$ cat config.mk
export PLATFORM = sky130hd
export DESIGN_NAME = wdrc_top
export DESIGN_NICKNAME = d
export VERILOG_FILES = /design/src/wdrc_sync.v /design/src/wdrc_wdog.v /design/src/wdrc_top.v
export VERILOG_INCLUDE_DIRS = /design/src
export SDC_FILE = /design/constraint.sdc
export NUM_CORES = 1
export LEC_CHECK = 0
export BUFFER_PORTS_ARGS = -buffer_cell sky130_fd_sc_hd__buf_2
export CORE_MARGIN = 2
export CORE_UTILIZATION = 60
export CTS_BUF_LIST = sky130_fd_sc_hd__clkbuf_16
export CTS_CLUSTER_SIZE = 20
export DETAILED_ROUTE_END_ITERATION = 10
export GPL_TIMING_DRIVEN = 0
export PLACE_DENSITY_LB_ADDON = 0.1
export SETUP_SLACK_MARGIN = 0.2
export SLEW_MARGIN = 20
export SYNTH_ARGS = -nofsm -noshare
export SYNTH_HDL_FRONTEND = slang
export SYNTH_SLANG_ARGS = --single-unit
$ cat constraint.sdc
create_clock -name clk -period 4.6 [get_ports clk]
set_input_delay 1.15 -clock clk [delete_from_list [all_inputs] [get_ports clk]]
set_output_delay 1.15 -clock clk [all_outputs]
set_load 0.02 [all_outputs]
$ cat src/wdrc_map.vh
/*
 * Register map, field positions, reset values and counts for the
 * watchdog and reset-cause block.
 * Assumes: included by bare name from every design file that needs it.
 */
`ifndef WDRC_MAP_VH
`define WDRC_MAP_VH

// register bus
`define WDRC_ADDR_W 4
`define WDRC_DATA_W 8
`define WDRC_ZERO8 8'h00

// register offsets
`define WDRC_OFF_CAUSE 4'h0
`define WDRC_OFF_CTRL 4'h1
`define WDRC_OFF_IRQ_STAT 4'h2
`define WDRC_OFF_IRQ_MASK 4'h3

// reset_cause_status fields
`define WDRC_CAUSE_W 5
`define WDRC_CAUSE_POR 0
`define WDRC_CAUSE_PIN 1
`define WDRC_CAUSE_BOR 2
`define WDRC_CAUSE_DOG 3
`define WDRC_CAUSE_SCAN 4
`define WDRC_CAUSE_RST 5'h01
`define WDRC_CAUSE_NONE 5'h00

// watchdog_control fields
`define WDRC_CTRL_UNLOCK 4
`define WDRC_CTRL_EN 3
`define WDRC_CTRL_SEL_HI 2
`define WDRC_CTRL_SEL_LO 0
`define WDRC_SEL_W 3
`define WDRC_SEL_RST 3'h0

// turn-off unlock window in system clock cycles
`define WDRC_UNLOCK_W 3
`define WDRC_UNLOCK_CYCLES 3'h4
`define WDRC_UNLOCK_NONE 3'h0
`define WDRC_UNLOCK_STEP 3'h1

// watchdog counter
`define WDRC_CNT_W 21
`define WDRC_CNT_ZERO 21'h000000
`define WDRC_CNT_ONE 21'h000001
`define WDRC_BASE_CYCLES 32'h00004000

// interrupt status and mask fields
`define WDRC_IRQ_W 4
`define WDRC_IRQ_DOG 0
`define WDRC_IRQ_PIN 1
`define WDRC_IRQ_BOR 2
`define WDRC_IRQ_SCAN 3
`define WDRC_IRQ_NONE 4'h0

// synchronised pin inputs
`define WDRC_SYNC_W 4
`define WDRC_SYNC_OSC 0
`define WDRC_SYNC_PIN 1
`define WDRC_SYNC_BOR 2
`define WDRC_SYNC_SCAN 3
`define WDRC_SYNC_RST 4'h0

`endif

$ cat src/wdrc_sync.v
/*
 * Two-flop synchroniser, one chain per input bit.
 * Assumes: inputs are asynchronous pins; only the second flop is read.
 */
`include "wdrc_map.vh"

module wdrc_sync #(
    parameter WIDTH = `WDRC_SYNC_W
) (
    // clock and reset
    input wire clk,
    input wire reset_n,
    // asynchronous inputs and their synchronised copies
    input wire [WIDTH-1:0] async_in,
    output wire [WIDTH-1:0] sync_out
);

    genvar i;
    generate
        for (i = 0; i < WIDTH; i = i + 1) begin : g_bit
            reg meta_q;
            reg stable_q;
            // first flop feeds only the second one
            always @(posedge clk) begin
                if (!reset_n) begin
                    meta_q <= 1'b0;
                    stable_q <= 1'b0;
                end else begin
                    meta_q <= async_in[i];
                    stable_q <= meta_q;
                end
            end
            assign sync_out[i] = stable_q;
        end
    endgenerate

endmodule // wdrc_sync

$ cat src/wdrc_wdog.v
/*
 * Watchdog time-out counter, advanced by one tick per watchdog
 * oscillator cycle; time-out is base length shifted by the select code.
 * Assumes: tick is a one-cycle pulse on clk; clear has priority.
 */
`include "wdrc_map.vh"

module wdrc_wdog #(
    parameter [31:0] BASE_CYCLES = `WDRC_BASE_CYCLES
) (
    // clock and reset
    input wire clk,
    input wire reset_n,
    // control
    input wire tick,
    input wire clear,
    input wire enable,
    input wire [`WDRC_SEL_W-1:0] sel,
    // one-cycle time-out pulse
    output reg timeout_q
);

    reg [`WDRC_CNT_W-1:0] cnt_q;
    reg [`WDRC_CNT_W-1:0] cnt_d;
    reg timeout_d;
    wire [31:0] limit_wide;
    wire [`WDRC_CNT_W-1:0] limit;

    // last count value of the period selected by the prescaler
    assign limit_wide = (BASE_CYCLES << sel) - 32'h00000001; // RULE12
    assign limit = limit_wide[`WDRC_CNT_W-1:0];

    // count only while enabled, so the select matters only then
    always @* begin
        cnt_d = cnt_q;
        timeout_d = 1'b0;
        if (clear || !enable) begin
            cnt_d = `WDRC_CNT_ZERO; // RULE15 RULE13
        end else if (tick) begin
            if (cnt_q == limit) begin
                cnt_d = `WDRC_CNT_ZERO;
                timeout_d = 1'b1; // RULE14
            end else begin
                cnt_d = cnt_q + `WDRC_CNT_ONE;
            end
        end
    end

    always @(posedge clk) begin
        if (!reset_n) begin
            cnt_q <= `WDRC_CNT_ZERO;
            timeout_q <= 1'b0;
        end else begin
            cnt_q <= cnt_d;
            timeout_q <= timeout_d; // RULE16
        end
    end

endmodule // wdrc_wdog

$ cat src/wdrc_top.v
/*
 * Watchdog control and reset-cause recording, with register port,
 * sticky interrupt status and one level interrupt.
 * Register map, one byte each: 0 holds the reset cause flags in
 * bits 4 to 0; 1 the watchdog control, unlock in bit 4, enable in
 * bit 3, time-out select in bits 2 to 0; 2 the interrupt status,
 * write one to clear, dog in bit 0, pin, brown-out and scan in bits
 * 1 to 3; 3 the interrupt mask, same layout as the status.
 * Assumes: reset_n is the power-on reset; other reset sources arrive
 * as asynchronous active-high levels held for at least three clocks;
 * the watchdog oscillator arrives as a slow square wave on a pin with
 * each level held for at least three clocks, or ticks are lost;
 * restart comes from the core on clk.
 */
// Behaviour
// RULE1: scan-port reset sets bit 4; zero write clears
// RULE2: watchdog reset sets bit 3; zero write clears
// RULE3: brown-out reset sets bit 2; zero write clears
// RULE4: pin reset sets bit 1; zero write clears
// RULE5: power-on sets bit 0; only zero write clears
// RULE6: software reads then clears cause flags early
// RULE7: control bits 7 to 5 read zero
// RULE8: unlock bit self-clears four cycles after set
// RULE9: enable sets freely; clears only while unlocked
// RULE10: software writes unlock and enable together first
// RULE11: software writes enable zero within four cycles
// RULE12: select code picks 16K shifted time-out
// RULE13: select governs time-out only while enabled
// RULE14: restart clears counter; expiry resets the chip
// RULE15: counter cleared when disabled or chip reset
// RULE16: time-out gives one-cycle reset pulse
// RULE17: counter stepped by separate watchdog oscillator
// RULE18: writing one to a cause flag changes nothing
`include "wdrc_map.vh"

module wdrc_top #(
    parameter [31:0] TIMEOUT_BASE = `WDRC_BASE_CYCLES
) (
    // clock and power-on reset
    input wire clk,
    input wire reset_n,
    // register port
    input wire [`WDRC_ADDR_W-1:0] addr,
    input wire [`WDRC_DATA_W-1:0] wdata,
    input wire wr_en,
    input wire rd_en,
    output reg [`WDRC_DATA_W-1:0] rdata_q,
    // core restart strobe
    input wire restart,
    // asynchronous pins
    input wire wdt_osc,
    input wire pin_reset_in,
    input wire brownout_reset_in,
    input wire scan_reset_in,
    // reset outputs
    output wire wdt_reset_pulse,
    output reg chip_reset_q,
    // status and interrupt
    output wire watchdog_active,
    output reg irq_q
);

    // synchronised levels, events and decoded strobes
    wire [`WDRC_SYNC_W-1:0] sync_lvl;
    wire osc_s;
    wire pin_s;
    wire bor_s;
    wire scan_s;
    wire osc_tick;
    wire dog_pulse;
    wire chip_rst;
    wire wr_cause;
    wire wr_ctrl;
    wire wr_stat;
    wire wr_mask;
    wire unlocked;
    wire [`WDRC_IRQ_W-1:0] irq_evt;

    // register state and next values
    reg osc_prev_q;
    reg [`WDRC_SYNC_W-1:0] src_prev_q;
    reg [`WDRC_CAUSE_W-1:0] cause_q;
    reg [`WDRC_CAUSE_W-1:0] cause_d;
    reg en_q;
    reg en_d;
    reg [`WDRC_SEL_W-1:0] sel_q;
    reg [`WDRC_SEL_W-1:0] sel_d;
    reg [`WDRC_UNLOCK_W-1:0] unlock_cnt_q;
    reg [`WDRC_UNLOCK_W-1:0] unlock_cnt_d;
    reg [`WDRC_IRQ_W-1:0] stat_q;
    reg [`WDRC_IRQ_W-1:0] stat_d;
    reg [`WDRC_IRQ_W-1:0] mask_q;
    reg [`WDRC_IRQ_W-1:0] mask_d;
    reg [`WDRC_DATA_W-1:0] rdata_d;

    // every pin passes two flops before use
    wdrc_sync #(
        .WIDTH(`WDRC_SYNC_W)
    ) u_sync (
        .clk(clk),
        .reset_n(reset_n),
        .async_in({scan_reset_in, brownout_reset_in, pin_reset_in, wdt_osc}),
        .sync_out(sync_lvl)
    );

    assign osc_s = sync_lvl[`WDRC_SYNC_OSC];
    assign pin_s = sync_lvl[`WDRC_SYNC_PIN];
    assign bor_s = sync_lvl[`WDRC_SYNC_BOR];
    assign scan_s = sync_lvl[`WDRC_SYNC_SCAN];

    // one tick per oscillator rising edge; osc must stay well below clk/4
    // a missed edge only stretches the time-out, never shortens it
    assign osc_tick = osc_s & ~osc_prev_q; // RULE17

    // watchdog counter, restarted by the core, disable or chip reset
    wdrc_wdog #(
        .BASE_CYCLES(TIMEOUT_BASE)
    ) u_wdog (
        .clk(clk),
        .reset_n(reset_n),
        .tick(osc_tick),
        .clear(restart | chip_rst), // RULE14 RULE15
        .enable(en_q),
        .sel(sel_q),
        .timeout_q(dog_pulse)
    );

    // any source puts the chip in reset; the dog pulse is one cycle
    assign chip_rst = pin_s | bor_s | scan_s | dog_pulse;
    assign wdt_reset_pulse = dog_pulse; // RULE16
    assign watchdog_active = en_q;

    // register write decode
    assign wr_cause = wr_en && (addr == `WDRC_OFF_CAUSE);
    assign wr_ctrl = wr_en && (addr == `WDRC_OFF_CTRL);
    assign wr_stat = wr_en && (addr == `WDRC_OFF_IRQ_STAT);
    assign wr_mask = wr_en && (addr == `WDRC_OFF_IRQ_MASK);

    // unlock bit reads one while the window counter runs
    assign unlocked = (unlock_cnt_q != `WDRC_UNLOCK_NONE); // RULE8

    // cause flags: write keeps ones and clears zeros, then sets win
    // a source still high keeps its flag set whatever is written
    always @* begin
        cause_d = cause_q;
        if (wr_cause) begin
            cause_d = cause_q & wdata[`WDRC_CAUSE_W-1:0]; // RULE18
        end
        if (scan_s) begin
            cause_d[`WDRC_CAUSE_SCAN] = 1'b1; // RULE1
        end
        if (dog_pulse) begin
            cause_d[`WDRC_CAUSE_DOG] = 1'b1; // RULE2
        end
        if (bor_s) begin
            cause_d[`WDRC_CAUSE_BOR] = 1'b1; // RULE3
        end
        if (pin_s) begin
            cause_d[`WDRC_CAUSE_PIN] = 1'b1; // RULE4
        end
    end

    // control: chip reset restores defaults, beating any write
    // a write lost to a chip reset is not retried; software redoes it
    always @* begin
        en_d = en_q;
        sel_d = sel_q;
        unlock_cnt_d = unlock_cnt_q;
        if (unlocked) begin
            unlock_cnt_d = unlock_cnt_q - `WDRC_UNLOCK_STEP; // RULE8
        end
        if (chip_rst) begin
            en_d = 1'b0;
            sel_d = `WDRC_SEL_RST;
            unlock_cnt_d = `WDRC_UNLOCK_NONE;
        end else if (wr_ctrl) begin
            sel_d = wdata[`WDRC_CTRL_SEL_HI:`WDRC_CTRL_SEL_LO]; // RULE12
            if (wdata[`WDRC_CTRL_EN]) begin
                en_d = 1'b1; // RULE9
            end else if (unlocked) begin
                en_d = 1'b0; // RULE9 RULE11
            end
            if (wdata[`WDRC_CTRL_UNLOCK]) begin
                unlock_cnt_d = `WDRC_UNLOCK_CYCLES; // RULE8 RULE10
            end
        end
    end

    // the dog pulse is an event by itself
    assign irq_evt[`WDRC_IRQ_DOG] = dog_pulse;

    // each reset source rising is an event; pin, brown-out and scan
    // sit at the same bit positions in the sync and status words
    genvar src_i;
    generate
        for (src_i = `WDRC_SYNC_PIN; src_i <= `WDRC_SYNC_SCAN; src_i = src_i + 1) begin : g_evt
            assign irq_evt[src_i] = sync_lvl[src_i] & ~src_prev_q[src_i];
        end
    endgenerate

    // sticky status, write one to clear, a new event wins
    always @* begin
        stat_d = stat_q;
        if (wr_stat) begin
            stat_d = stat_q & ~wdata[`WDRC_IRQ_W-1:0];
        end
        stat_d = stat_d | irq_evt;
    end

    // mask is plain read-write
    always @* begin
        mask_d = mask_q;
        if (wr_mask) begin
            mask_d = wdata[`WDRC_IRQ_W-1:0];
        end
    end

    // read mux; data valid only in the cycle after the strobe
    // unmapped offsets and idle cycles read zero
    always @* begin
        rdata_d = `WDRC_ZERO8;
        if (rd_en) begin
            case (addr)
                `WDRC_OFF_CAUSE: begin
                    rdata_d[`WDRC_CAUSE_W-1:0] = cause_q;
                end
                `WDRC_OFF_CTRL: begin
                    // bits 7 to 5 stay at zero from the default above
                    rdata_d[`WDRC_CTRL_UNLOCK] = unlocked; // RULE7
                    rdata_d[`WDRC_CTRL_EN] = en_q;
                    rdata_d[`WDRC_CTRL_SEL_HI:`WDRC_CTRL_SEL_LO] = sel_q;
                end
                `WDRC_OFF_IRQ_STAT: begin
                    rdata_d[`WDRC_IRQ_W-1:0] = stat_q;
                end
                `WDRC_OFF_IRQ_MASK: begin
                    rdata_d[`WDRC_IRQ_W-1:0] = mask_q;
                end
                default: begin
                    rdata_d = `WDRC_ZERO8;
                end
            endcase
        end
    end

    // cause flags; power-on alone records bit 0 and clears the rest
    always @(posedge clk) begin
        if (!reset_n) begin
            cause_q <= `WDRC_CAUSE_RST; // RULE5
        end else begin
            cause_q <= cause_d;
        end
    end

    // control fields and the unlock window counter
    always @(posedge clk) begin
        if (!reset_n) begin
            en_q <= 1'b0;
            sel_q <= `WDRC_SEL_RST;
            unlock_cnt_q <= `WDRC_UNLOCK_NONE;
        end else begin
            en_q <= en_d;
            sel_q <= sel_d;
            unlock_cnt_q <= unlock_cnt_d;
        end
    end

    // interrupt status and mask
    always @(posedge clk) begin
        if (!reset_n) begin
            stat_q <= `WDRC_IRQ_NONE;
            mask_q <= `WDRC_IRQ_NONE;
        end else begin
            stat_q <= stat_d;
            mask_q <= mask_d;
        end
    end

    // previous levels for edge detection; reset to the idle pin level
    // so that no false edge follows reset
    always @(posedge clk) begin
        if (!reset_n) begin
            osc_prev_q <= 1'b0;
            src_prev_q <= `WDRC_SYNC_RST;
        end else begin
            osc_prev_q <= osc_s;
            src_prev_q <= sync_lvl;
        end
    end

    // outputs from flops; the interrupt uses next-state status and mask
    // so it follows the status register with no extra cycle of lag
    always @(posedge clk) begin
        if (!reset_n) begin
            rdata_q <= `WDRC_ZERO8;
            chip_reset_q <= 1'b0;
            irq_q <= 1'b0;
        end else begin
            rdata_q <= rdata_d;
            chip_reset_q <= chip_rst;
            irq_q <= |(stat_d & mask_d);
        end
    end

endmodule // wdrc_top

==> run metrics, run 1 <==
Final Critical Period=between 2 and 3 ns; Final period util=about 56%; Pwr Density=about 400 mW/mm^2; DRC Markers=0; Area Growth Syn to Fin=17.4%; Antenna diodes=0; Finish-stage setup viols=0; clock latency on the worst-skew pair=about 0.32 ns; syn_area_per_cell=about 9 um^2; Hold WS=between 0.4 and 0.5 ns; Slew Viols, Final=0; Worst setup EP type=register; Yosys warnings=0; Clock Skew=0.00458 ns; switching part of the total=a little under a quarter; htree depth=3; sw power=between 0.0003 and 0.0004 W; nets=roughly 370; pin count of the biggest net entering global routing=11; die height=~72 um; Netlist cell types=42; GRT Total Usage=between 20% and 30%; P_int=around 0.0010 W; share of cells above drive strength 1=18.1%; Vias=2271; Post-Synthesis Cells=approximately 310; post-synthesis sequential area ratio=a little over two fifths; logic gate share of total power=roughly 9.8%; DIE AREA=between 0.005 and 0.006 mm^2; FF+latch count, synth=61; Root Driver=clkbuf_16; Inserted Clock Buffers=9; arrival time at the worst endpoint=approximately 2.8 ns; Setup TNS Final=0 ns; post-DP HPWL=between 3000 and 4000 um; antenna-violating nets left=0; VDD IR max=around 0.00038 V; Hold WC Path Type=reg -> reg; core area=between 0.004 and 0.005 mm^2; Leakage Power=about 1.3 nW; Worst Setup Path Type=in -> reg; CTS clk-pin slew, worst paths=about 0.050 ns; CTS Hold Bufs=0; Rows=24; Via-to-Cell Ratio=around 5.7; EDFF count, synth=0; Crit path required time=around 4.8 ns; main flop type after synthesis=dfxtp_1; initial antenna violation count=0; io pins=33; clock share of power=48.0%; IO Port Bufs=26; max_slew headroom=between 50% and 60%; DR pass1 iterations=4; Fin. Hold Viols=0; Wirelength per Cell=14.2 um; Max Clk Rate=roughly 0.39 GHz; Slew @ Worst Pin=about 0.6 ns; Seq pwr share=between 40% and 50%; status=completed; Max-Cap Viols=0; CTS tree=yes; vias in the first global route=2142; unrepaired setup endpoints after global routing=no; Placer Congestion=around 0.80; first-pass GRT wire length=approximately 9400 um; Initial Utilization=63.5%; 1st-iter DRT viols=136; postcts setup bufs=0; crit path launch type=input pin; total global routing overflow=0; Crit Path Max Fanout=8; post-CTS sizing=0; Synth Cell Area=roughly 0.0028 mm^2; CTS max path bufs=2; drt total wl=around 5700 um; total clock sinks=61; FFs w/ async S/R, synth=0%; Die Wd=between 70 and 80 um; Util after Layout=roughly three quarters
final timing paths:
kind                     startpoint                  endpoint  slack (ns)  cells past startpoint
max                         addr[3]                     irq_q        2.00                      7
min          u_sync.g_bit[0].meta_q  u_sync.g_bit[0].stable_q        0.43                      1
max reg2reg                sel_q[2]          u_wdog.cnt_q[13]        2.04                     12
min reg2reg  u_sync.g_bit[0].meta_q  u_sync.g_bit[0].stable_q        0.43                      1
layer usage:
layer	global-route usage [%]	vias to the layer above	share of wire (%)	wire length (um)
met2	35.5	61	44	2470
met5	0	-	0	0
met4	10.1	0	1.8	104
met3	6.39	12	5.5	313
met1	31.2	1051	49	2790
li1	-	1147	-	-
power by group through the flow:
stage,registers [W],logic [W],clock network [W]
finish,0.000557,0.000130,0.000633
global route,0.000557,0.000149,0.000663
global placement,0.000567,0.000126,0
detailed placement,0.000567,0.000128,0
CTS,0.000556,0.000129,0.000640
floorplan,0.000567,0.0000975,0
Yosys cell counts (2+ instances only):
cell type,n,share of area (%)
nand2b_1,6,1.3
or3_1,2,0.45
inv_1,7,0.94
o22ai_1,2,0.45
a21boi_0,2,0.54
and3_1,3,0.67
xnor2_1,9,2.8
and2_1,14,3.1
mux2i_1,12,4.3
buf_4,4,1.1
nor4_1,5,1.1
nor3_2,13,4.6
a311oi_1,4,1.2
nor2_1,18,2.4
a211oi_1,6,1.6
dfxtp_1,61,44
nand4b_1,2,0.63
nor2b_1,12,2.7
xor2_1,16,5.0
buf_2,3,0.54
clkbuf_1,9,1.2
nand2_1,25,3.3
a21oi_1,13,2.3
and4_1,2,0.63
ha_1,4,1.8
nand3_1,9,1.6
o21a_1,8,2.1
nand4_1,9,2.0
nor3_1,7,1.2
o21ai_0,6,1.1
critical path: stages:
cell      delay (ns)
buf_2           0.09
nor2_1          0.41
nand4_1         0.36
mux2i_1         0.31
a21oi_1         0.07
o21ai_0         0.21
o221ai_1        0.17
state kept, by name (all words and copies together) (netlist names):
signal / flops
stat_q: 4
unlock_cnt_q: 3
chip_reset_q: 1
u_sync.g_bit.meta_q: 4
u_sync.g_bit.stable_q: 4
mask_q: 4
u_wdog.timeout_q: 1
irq_q: 1
rdata_q: 5
u_wdog.cnt_q: 21
src_prev_q: 4
watchdog_active: 1
cause_q: 5
sel_q: 3
kinds of logic after synthesis:
logic type,share of synthesized area [%]
mux,4.29
compound gates,10.6
fa+ha+maj,1.79
other cells,0.134
flops,43.6
xor+xnor,7.81
buf+inv,4.29
simple gates,27.5
per-stage QoR:
step                      setup WS [ns]  total power [W]  instances  instance area (um^2)
after floorplan                    2.20         0.000664        307                  2810
after global placement             1.77         0.000692        385                  3010
after detailed placement           1.70         0.000695        385                  3010
after CTS                          1.99          0.00133        401                  3290
after global routing               1.78          0.00137        401                  3290
final                              2.00          0.00132        401                  3290
placed cells by master, fill, tap and decap left out, drive strengths merged:
| master | instances |
|---|---|
| a2111oi | 1 |
| nand2 | 25 |
| xor2 | 16 |
| nor4 | 6 |
| a311oi | 4 |
| xnor2 | 9 |
| nand4b | 2 |
| conb | 3 |
| o311ai | 1 |
| a21boi | 2 |
| bufinv | 1 |
| a211oi | 6 |
| mux2i | 12 |
| nand2b | 6 |
| and4 | 2 |
| o211ai | 1 |
| clkbuf | 18 |
| clkinv | 3 |
| ha | 4 |
| or3 | 2 |
| and2 | 14 |
| o21ai | 6 |
| a21oi | 13 |
| buf | 35 |
| nand3 | 9 |
| and2b | 1 |
| nor2 | 18 |
| dfxtp | 61 |
| nand4 | 9 |
| nor3 | 20 |
| nor4bb | 1 |
| and3 | 4 |
| clkinvlp | 1 |
| nor3b | 1 |
| inv | 9 |
| o22ai | 2 |
| o21a | 8 |
| nor2b | 12 |
| o221ai | 1 |
final cells by class:
class / instances / area [um^2]
Tap cell: 52 / 65.1
Buffer: 18 / 93.8
Fill cell: 335 / 1120
Multi-Input combinational cell: 221 / 1470
Sequential cell: 61 / 1220
Clock buffer: 9 / 225
Timing Repair Buffer: 26 / 130
Clock inverter: 7 / 58.8
Inverter: 7 / 26.3
Power figures use the tool's default switching activity.
==> run 2: changes to the inputs <==
--- a/config.mk
+++ b/config.mk
@@ -8,7 +8,7 @@
 export LEC_CHECK = 0
 export BUFFER_PORTS_ARGS = -buffer_cell sky130_fd_sc_hd__buf_2
 export CORE_MARGIN = 2
-export CORE_UTILIZATION = 60
+export CORE_UTILIZATION = 57
 export CTS_BUF_LIST = sky130_fd_sc_hd__clkbuf_16
 export CTS_CLUSTER_SIZE = 20
 export DETAILED_ROUTE_END_ITERATION = 10
==> constraint.sdc (replaced) <==
create_clock -name clk -period 2.55 [get_ports clk]
set_input_delay 0.6375 -clock clk [delete_from_list [all_inputs] [get_ports clk]]
set_output_delay 0.6375 -clock clk [all_outputs]
set_load 0.02 [all_outputs]
==> run metrics, run 2 (synthesized netlist as in run 1, its figures left out) <==
Wirelength per Cell=13.6 um (-4.2%); CTS max path bufs=2 (unchanged); Clock Skew=0.00521 ns (+0.000634 ns); first-pass GRT wire length=9440 um (+0.22%); core area=0.00472 mm^2 (+7.0%); Max Clk Rate=0.446 GHz; Max-Cap Viols=0 (unchanged); commonest non-fill, non-tap cell in the layout=dfxtp_1; Largest regs=u_wdog.cnt_q: 21 flops, cause_q: 5 flops, rdata_q: 5 flops; DR pass1 iterations=4 (unchanged); unrepaired setup endpoints after global routing=no; hold_sp=u_sync.g_bit[2].meta_q; DIE AREA=0.00549 mm^2 (+5.0%); max_slew headroom=59.2% (-0.60 points); Worst Reg2Reg Path Length in Cells=12 (unchanged); Via-to-Cell Ratio=5.27 (-7.0%); vias in the first global route=2039 (-4.8%); clock share of power=49.2% (+1.2 points); Critical Path Max Stage Delay=0.33 ns (-0.08 ns); Placer Congestion=0.773 (-2.9%); post-DP HPWL=3880 um (-1.9%); Finish-stage setup viols=0 (unchanged); critical path's slowest cell=dfxtp_2; Final Critical Period=approximately 2.2 ns; P_int=0.00185 W (+82%); WHS Path Cells=1 (unchanged); drt total wl=5650 um (-0.42%); pin count of the biggest net entering global routing=13 (+2); largest reg by FF count=u_wdog.cnt_q; VDD IR max=0.000778 V (+110%); worst r2r src=sel_q[1]; htree depth=3 (unchanged); CTS Hold Bufs=0 (unchanged); DRC Markers=0 (unchanged); Area Growth Syn to Fin=21.9%; Hold WS=0.431 ns (-0.00166 ns); Fin. Hold Viols=0 (unchanged); Hold WC Path Type=reg -> reg; switching part of the total=24.3% (+1.3 points); Hold Crit Endpoint=u_sync.g_bit[2].stable_q; sw power=0.000594 W (+96%); Pwr Density=716 mW/mm^2 (+79%); Inserted Clock Buffers=9 (unchanged); initial antenna violation count=0 (unchanged); Rows=25 (+4.2%); share of cells above drive strength 1=22.0% (+3.9 points); IO Port Bufs=26 (unchanged); Antenna diodes=0 (unchanged); total global routing overflow=0 (unchanged); CTS clk-pin slew, worst paths=0.06 ns (about the same); max reg flops=21 (unchanged); most frequent cells in the layout=dfxtp_1 (60), buf_2 (27), nand2_1 (25); clock latency on the worst-skew pair=0.32 ns (about the same); Root Driver=clkbuf_16; Die Wd=74.1 um (+2.5%); Leakage Power=1.26 nW (+0.98%); die height=74.1 um (+2.5%); GRT Total Usage=22.8% (-0.59 points); arrival time at the worst endpoint=2.43 ns (-0.35 ns); critical path's most frequent cell=buf_6; crit path launch type=register; placed cell areas=0.00302 mm^2 (+0.62%); 1st-iter DRT viols=149 (+9.6%); Worst R2R End=u_wdog.cnt_q[7]; total clock sinks=61 (unchanged); Crit Path Max Fanout=10 (+2); cell breakdown of the critical path=buf_6 > nor2_4 > nand2_1 > ha_2 > buf_6 > xnor2_4 > mux2i_2 > a21oi_2 > nand3_2 > nor3_4 > buf_6 > nor3_2; Vias=2197 (-3.3%); pre-CTS WS=0.0434 ns (-1.66 ns); status=completed; Crit path required time=2.74 ns (-2.04 ns); CTS tree=yes; Seq pwr share=41.0% (-1.2 points); nets=370 (+0.27%); antenna-violating nets left=0 (unchanged); setup ws final=0.310 ns (-1.69 ns); Worst Setup Path Type=reg -> reg; Slew Viols, Final=0 (unchanged); logic gate share of total power=9.7% (about the same); Final period util=between 80% and 90%; Slew @ Worst Pin=0.611 ns (+0.00896 ns); final instance area=0.00342 mm^2 (+3.9%); Initial Utilization=59.3% (-4.2 points); io pins=33 (unchanged); Worst setup EP type=register; Setup TNS Final=0 ns (unchanged); Reg2Reg Setup Slack=0.31 ns (-1.73 ns)
run 2: power by group through the flow:
stage | registers (W) | clock network, W | logic, W
4_1_cts | 0.00100 | 0.00122 | 0.000235
2_1_floorplan | 0.00102 | 0 | 0.000176
5_1_grt | 0.00101 | 0.00127 | 0.000268
3_3_place_gp | 0.00102 | 0 | 0.000228
3_5_place_dp | 0.00102 | 0 | 0.000231
6_report | 0.00100 | 0.00120 | 0.000238
run 2: metrics by stage:
| step | cells | utilization (%) | total power (W) |
|---|---|---|---|
| after floorplan | 307 | - | 0.00120 |
| after global placement | 400 | 64.0 | 0.00125 |
| after detailed placement | 400 | 64.0 | 0.00126 |
| after CTS | 416 | 70.6 | 0.00245 |
| after global routing | 417 | 72.3 | 0.00254 |
| final | 417 | 72.3 | 0.00245 |
run 2: layout make-up:
class / instances / area [um^2]
multi-input combinational: 221 / 1530
fill: 351 / 1310
sequential: 61 / 1220
clock buffer: 9 / 225
timing repair buffer: 27 / 141
buffer: 18 / 114
tap: 67 / 83.8
clock inverter: 7 / 75.1
inverter: 7 / 26.3
run 2: worst max-delay path: cells and delay by family, from the launching register on:
kind	cells	cell delay, ns
flip-flops	1	0.33
AND/OR/NAND/NOR	5	0.63
multiplexers	1	0.17
adder cells (fa/ha/maj)	1	0.18
AO/OA/AOI/OAI	1	0.19
XOR/XNOR	1	0.15
buffers and inverters	3	0.46
run 2: worst max path at each step:
stage / startpoint / to / slack, ns / cells after the start
2_1_floorplan: sel_q[2] / u_wdog.cnt_q[11] / 0.39 / 11
3_3_place_gp: sel_q[2] / u_wdog.cnt_q[7] / 0.10 / 11
3_5_place_dp: sel_q[2] / u_wdog.cnt_q[19] / 0.04 / 11
4_1_cts: sel_q[1] / u_wdog.cnt_q[19] / 0.20 / 12
5_1_grt: sel_q[1] / u_wdog.cnt_q[17] / 0.19 / 12
6_report: sel_q[1] / u_wdog.cnt_q[7] / 0.31 / 12
run 2: routing by layer:
| layer | part of all wire [%] | GRT usage, % |
|---|---|---|
| met5 | 0 | 0 |
| met4 | 1.6 | 9.90 |
| met3 | 4.3 | 6.91 |
| met2 | 44 | 32.5 |
| met1 | 50 | 31.7 |
run 2: timing repair:
action,4_1_cts,5_1_grt
setup endpoints to repair,15,17
pin swaps,0,4
setup buffers,0,0
resized for setup,4,23
gates cloned,0,1
==> run 3: changes to the inputs <==
--- a/config.mk
+++ b/config.mk
@@ -6,12 +6,13 @@
 export SDC_FILE = /design/constraint.sdc
 export NUM_CORES = 1
 export LEC_CHECK = 0
-export BUFFER_PORTS_ARGS = -buffer_cell sky130_fd_sc_hd__buf_2
+export ABC_AREA = 1
 export CORE_MARGIN = 2
-export CORE_UTILIZATION = 57
+export CORE_UTILIZATION = 60
 export CTS_BUF_LIST = sky130_fd_sc_hd__clkbuf_16
 export CTS_CLUSTER_SIZE = 20
 export DETAILED_ROUTE_END_ITERATION = 10
+export DONT_BUFFER_PORTS = 1
 export GPL_TIMING_DRIVEN = 0
 export PLACE_DENSITY_LB_ADDON = 0.1
 export SETUP_SLACK_MARGIN = 0.2
==> run metrics, run 3 <==
max reg flops=21 (unchanged); Hold WC Path Type=reg -> reg; arrival time at the worst endpoint=2.22 ns (-0.21 ns); Worst Setup EP=u_wdog.cnt_q[7]; hold_sp=u_sync.g_bit[0].meta_q; Hold WS=0.413 ns (-0.0180 ns); share of cells above drive strength 1=13.1% (-8.9 points); most frequent cells in the layout=nand2_1 (111), inv_1 (68), dfxtp_1 (61); total clock sinks=61 (unchanged); CTS max path bufs=2 (unchanged); Die Wd=75.0 um (+1.2%); synth top area cells=dfxtp_1 (40%), nand2_1 (14%), inv_1 (8.4%), nor2_1 (6.0%), nand3_1 (4.0%); htree depth=3 (unchanged); clock latency on the worst-skew pair=0.32 ns (about the same); clock share of power=50.7% (+1.5 points); status=completed; syn_area_per_cell=6.99 um^2 (-24%); Inserted Clock Buffers=9 (unchanged); unrepaired setup endpoints after global routing=no; routed length on met2=2940 um (+19%); Via-to-Cell Ratio=5.10 (-3.2%); post-DP HPWL=4590 um (+18%); Worst setup EP type=register; io pins=33 (unchanged); Max-Cap Viols=0 (unchanged); drt total wl=6400 um (+13%); IO Port Bufs=0 (-100%); Slew Viols, Final=0 (unchanged); Layout fillers=405 (+15%); Synth Cell Area=0.00303 mm^2 (+8.0%); P_int=0.00192 W (+3.4%); commonest cells in the netlist=nand2_1 (111), inv_1 (68), dfxtp_1 (61), nor2_1 (48), nand3_1 (24); Leakage Power=1.53 nW (+21%); Wirelength per Cell=12.4 um (-8.8%); post-synthesis sequential area ratio=40.3% (-3.2 points); core area=0.00479 mm^2 (+1.3%); CTS Hold Bufs=0 (unchanged); EDFF count, synth=0 (unchanged); DIE AREA=0.00563 mm^2 (+2.5%); Reg2Reg Setup Slack=0.53 ns (+0.22 ns); met1 WL=3030 um (+6.4%); postcts setup bufs=0 (unchanged); DRC Markers=0 (unchanged); switching part of the total=23.4% (-0.88 points); Area Growth Syn to Fin=13.4%; wire length on met3=352 um (+45%); Initial Utilization=63.3% (+3.9 points); commonest non-fill, non-tap cell in the layout=nand2_1; Max Clk Rate=0.495 GHz (+11%); Fin. Hold Viols=0 (unchanged); Largest regs=u_wdog.cnt_q: 21 flops, cause_q: 5 flops, rdata_q: 5 flops; Crit Path Max Fanout=10 (unchanged); FFs w/ async S/R, synth=0% (unchanged); Antenna diodes=0 (unchanged); Setup TNS Final=0 ns (unchanged); worst r2r src=sel_q[2]; Netlist cell types=36 (-14%); FF+latch count, synth=61 (unchanged); nets=471 (+27%); Clock Skew=0.00422 ns (-0.000993 ns); area fraction of the dominant cell type after synthesis=40.3% (-3.2 points); cell taking the most area after synthesis=dfxtp_1; VDD IR max=0.000624 V (-20%); vias in the first global route=2425 (+19%); Yosys warnings=0 (unchanged); 1st-iter DRT viols=249 (+67%); Seq pwr share=40.5% (-0.5 points); total global routing overflow=0 (unchanged); Finish-stage setup viols=0 (unchanged); Placer Congestion=0.902 (+17%); Worst R2R End=u_wdog.cnt_q[7]; Final period util=79.3% (-8.5 points); Worst Setup SP=sel_q[2]; main flop type after synthesis=dfxtp_1; logic gate share of total power=8.8% (-0.9 points); most frequent cell after synthesis=nand2_1; Vias=2641 (+20%); Top Layer Used=met4; antenna-violating nets left=0 (unchanged); post-CTS sizing=0 (-4); Root Driver=clkbuf_16; pre-CTS WS=0.584 ns (+0.540 ns); DR pass1 iterations=5 (+1); Worst Reg2Reg Path Length in Cells=13 (+1); pin count of the biggest net entering global routing=12 (-1); CTS tree=yes; crit path launch type=register; Rows=25 (unchanged); initial antenna violation count=0 (unchanged); CTS clk-pin slew, worst paths=0.05 ns (about the same); die height=75.0 um (+1.2%); setup ws final=0.528 ns (+0.218 ns); largest reg by FF count=u_wdog.cnt_q; sw power=0.000585 W (-1.4%); Crit path required time=2.75 ns (about the same); GRT Total Usage=25.1% (+2.3 points); Post-Synthesis Cells=433 (+42%); Worst Setup Path Type=reg -> reg; Final Critical Period=2.02 ns (-0.218 ns); first-pass GRT wire length=10700 um (+13%); Pwr Density=728 mW/mm^2 (+1.8%)
[run 3: changes by cell type after synthesis, sizes merged, moves of 12 or more]
cell / delta
inv: +66
mux2i: -12
nor2: +52
nand2: +94
nor3: -15
nor2b: -12
nand3: +16
and2: -14
[run 3: worst min-delay path by stage]
stage                               endpoint  slack (ns)  cells after the start
floorplan           u_sync.g_bit[0].stable_q        0.39                      2
global placement    u_sync.g_bit[3].stable_q        0.39                      2
detailed placement  u_sync.g_bit[2].stable_q        0.40                      2
CTS                   u_sync.g_bit[2].meta_q        0.41                      2
global route          u_sync.g_bit[2].meta_q        0.41                      2
finish              u_sync.g_bit[0].stable_q        0.41                      2
[run 3: power by group through the flow]
| stage | sequential, W | combinational (W) | clock (W) |
|---|---|---|---|
| 2_1_floorplan | 0.00103 | 0.000175 | 0 |
| 3_3_place_gp | 0.00103 | 0.000206 | 0 |
| 3_5_place_dp | 0.00103 | 0.000221 | 0 |
| 4_1_cts | 0.00101 | 0.000222 | 0.00128 |
| 5_1_grt | 0.00102 | 0.000260 | 0.00133 |
| 6_report | 0.00101 | 0.000220 | 0.00127 |
[run 3: area by class of cell]
cell class	count	area (um^2)	area share, %
Tap cell	67	83.8	2.44
Buffer	9	62.6	1.82
Sequential cell	61	1220	35.6
Clock buffer	9	225	6.56
Clock inverter	7	88.8	2.59
Multi-Input combinational cell	291	1470	42.9
Inverter	74	280	8.16
[run 3: worst max-delay path, stage by stage (launching register included)]
cell and delay (ns):
dfxtp_1 0.32, buf_6 0.13, inv_4 0.07, nand3_1 0.09, ha_1 0.26, inv_1 0.10, nand2_1 0.11, nand2_1 0.07
o21bai_1 0.15, nand2_1 0.10, nor2_2 0.13, nand3_4 0.16, nand2_8 0.16, nor2_2 0.04
[run 3: kinds of logic after synthesis]
family / count (synthesis) / synth area share (%)
and+or+nand+nor: 228 / 34.5
buffers and inverters: 83 / 11.3
DFF: 61 / 40.3
AOI/OAI and AO/OA: 43 / 8.35
xor gates and xnor gates: 13 / 3.76
adders and majority gates: 4 / 1.65
other: 1 / 0.124
[run 3: stage by stage]
step / total power (W) / utilization [%] / cell area [um^2] / cells
6_report: 0.00250 / 71.7 / 3430 / 518
2_1_floorplan: 0.00120 / - / 3040 / 435
4_1_cts: 0.00251 / 71.7 / 3430 / 518
3_5_place_dp: 0.00125 / 65.2 / 3120 / 502
3_3_place_gp: 0.00124 / 65.2 / 3120 / 502
5_1_grt: 0.00260 / 71.7 / 3430 / 518
[run 3: per-layer routing]
layer / vias up / GRT usage [%]
li1: 1357 / -
met3: 8 / 7.36
met4: 0 / 7.74
met2: 77 / 39.7
met5: - / 0
met1: 1199 / 33.1
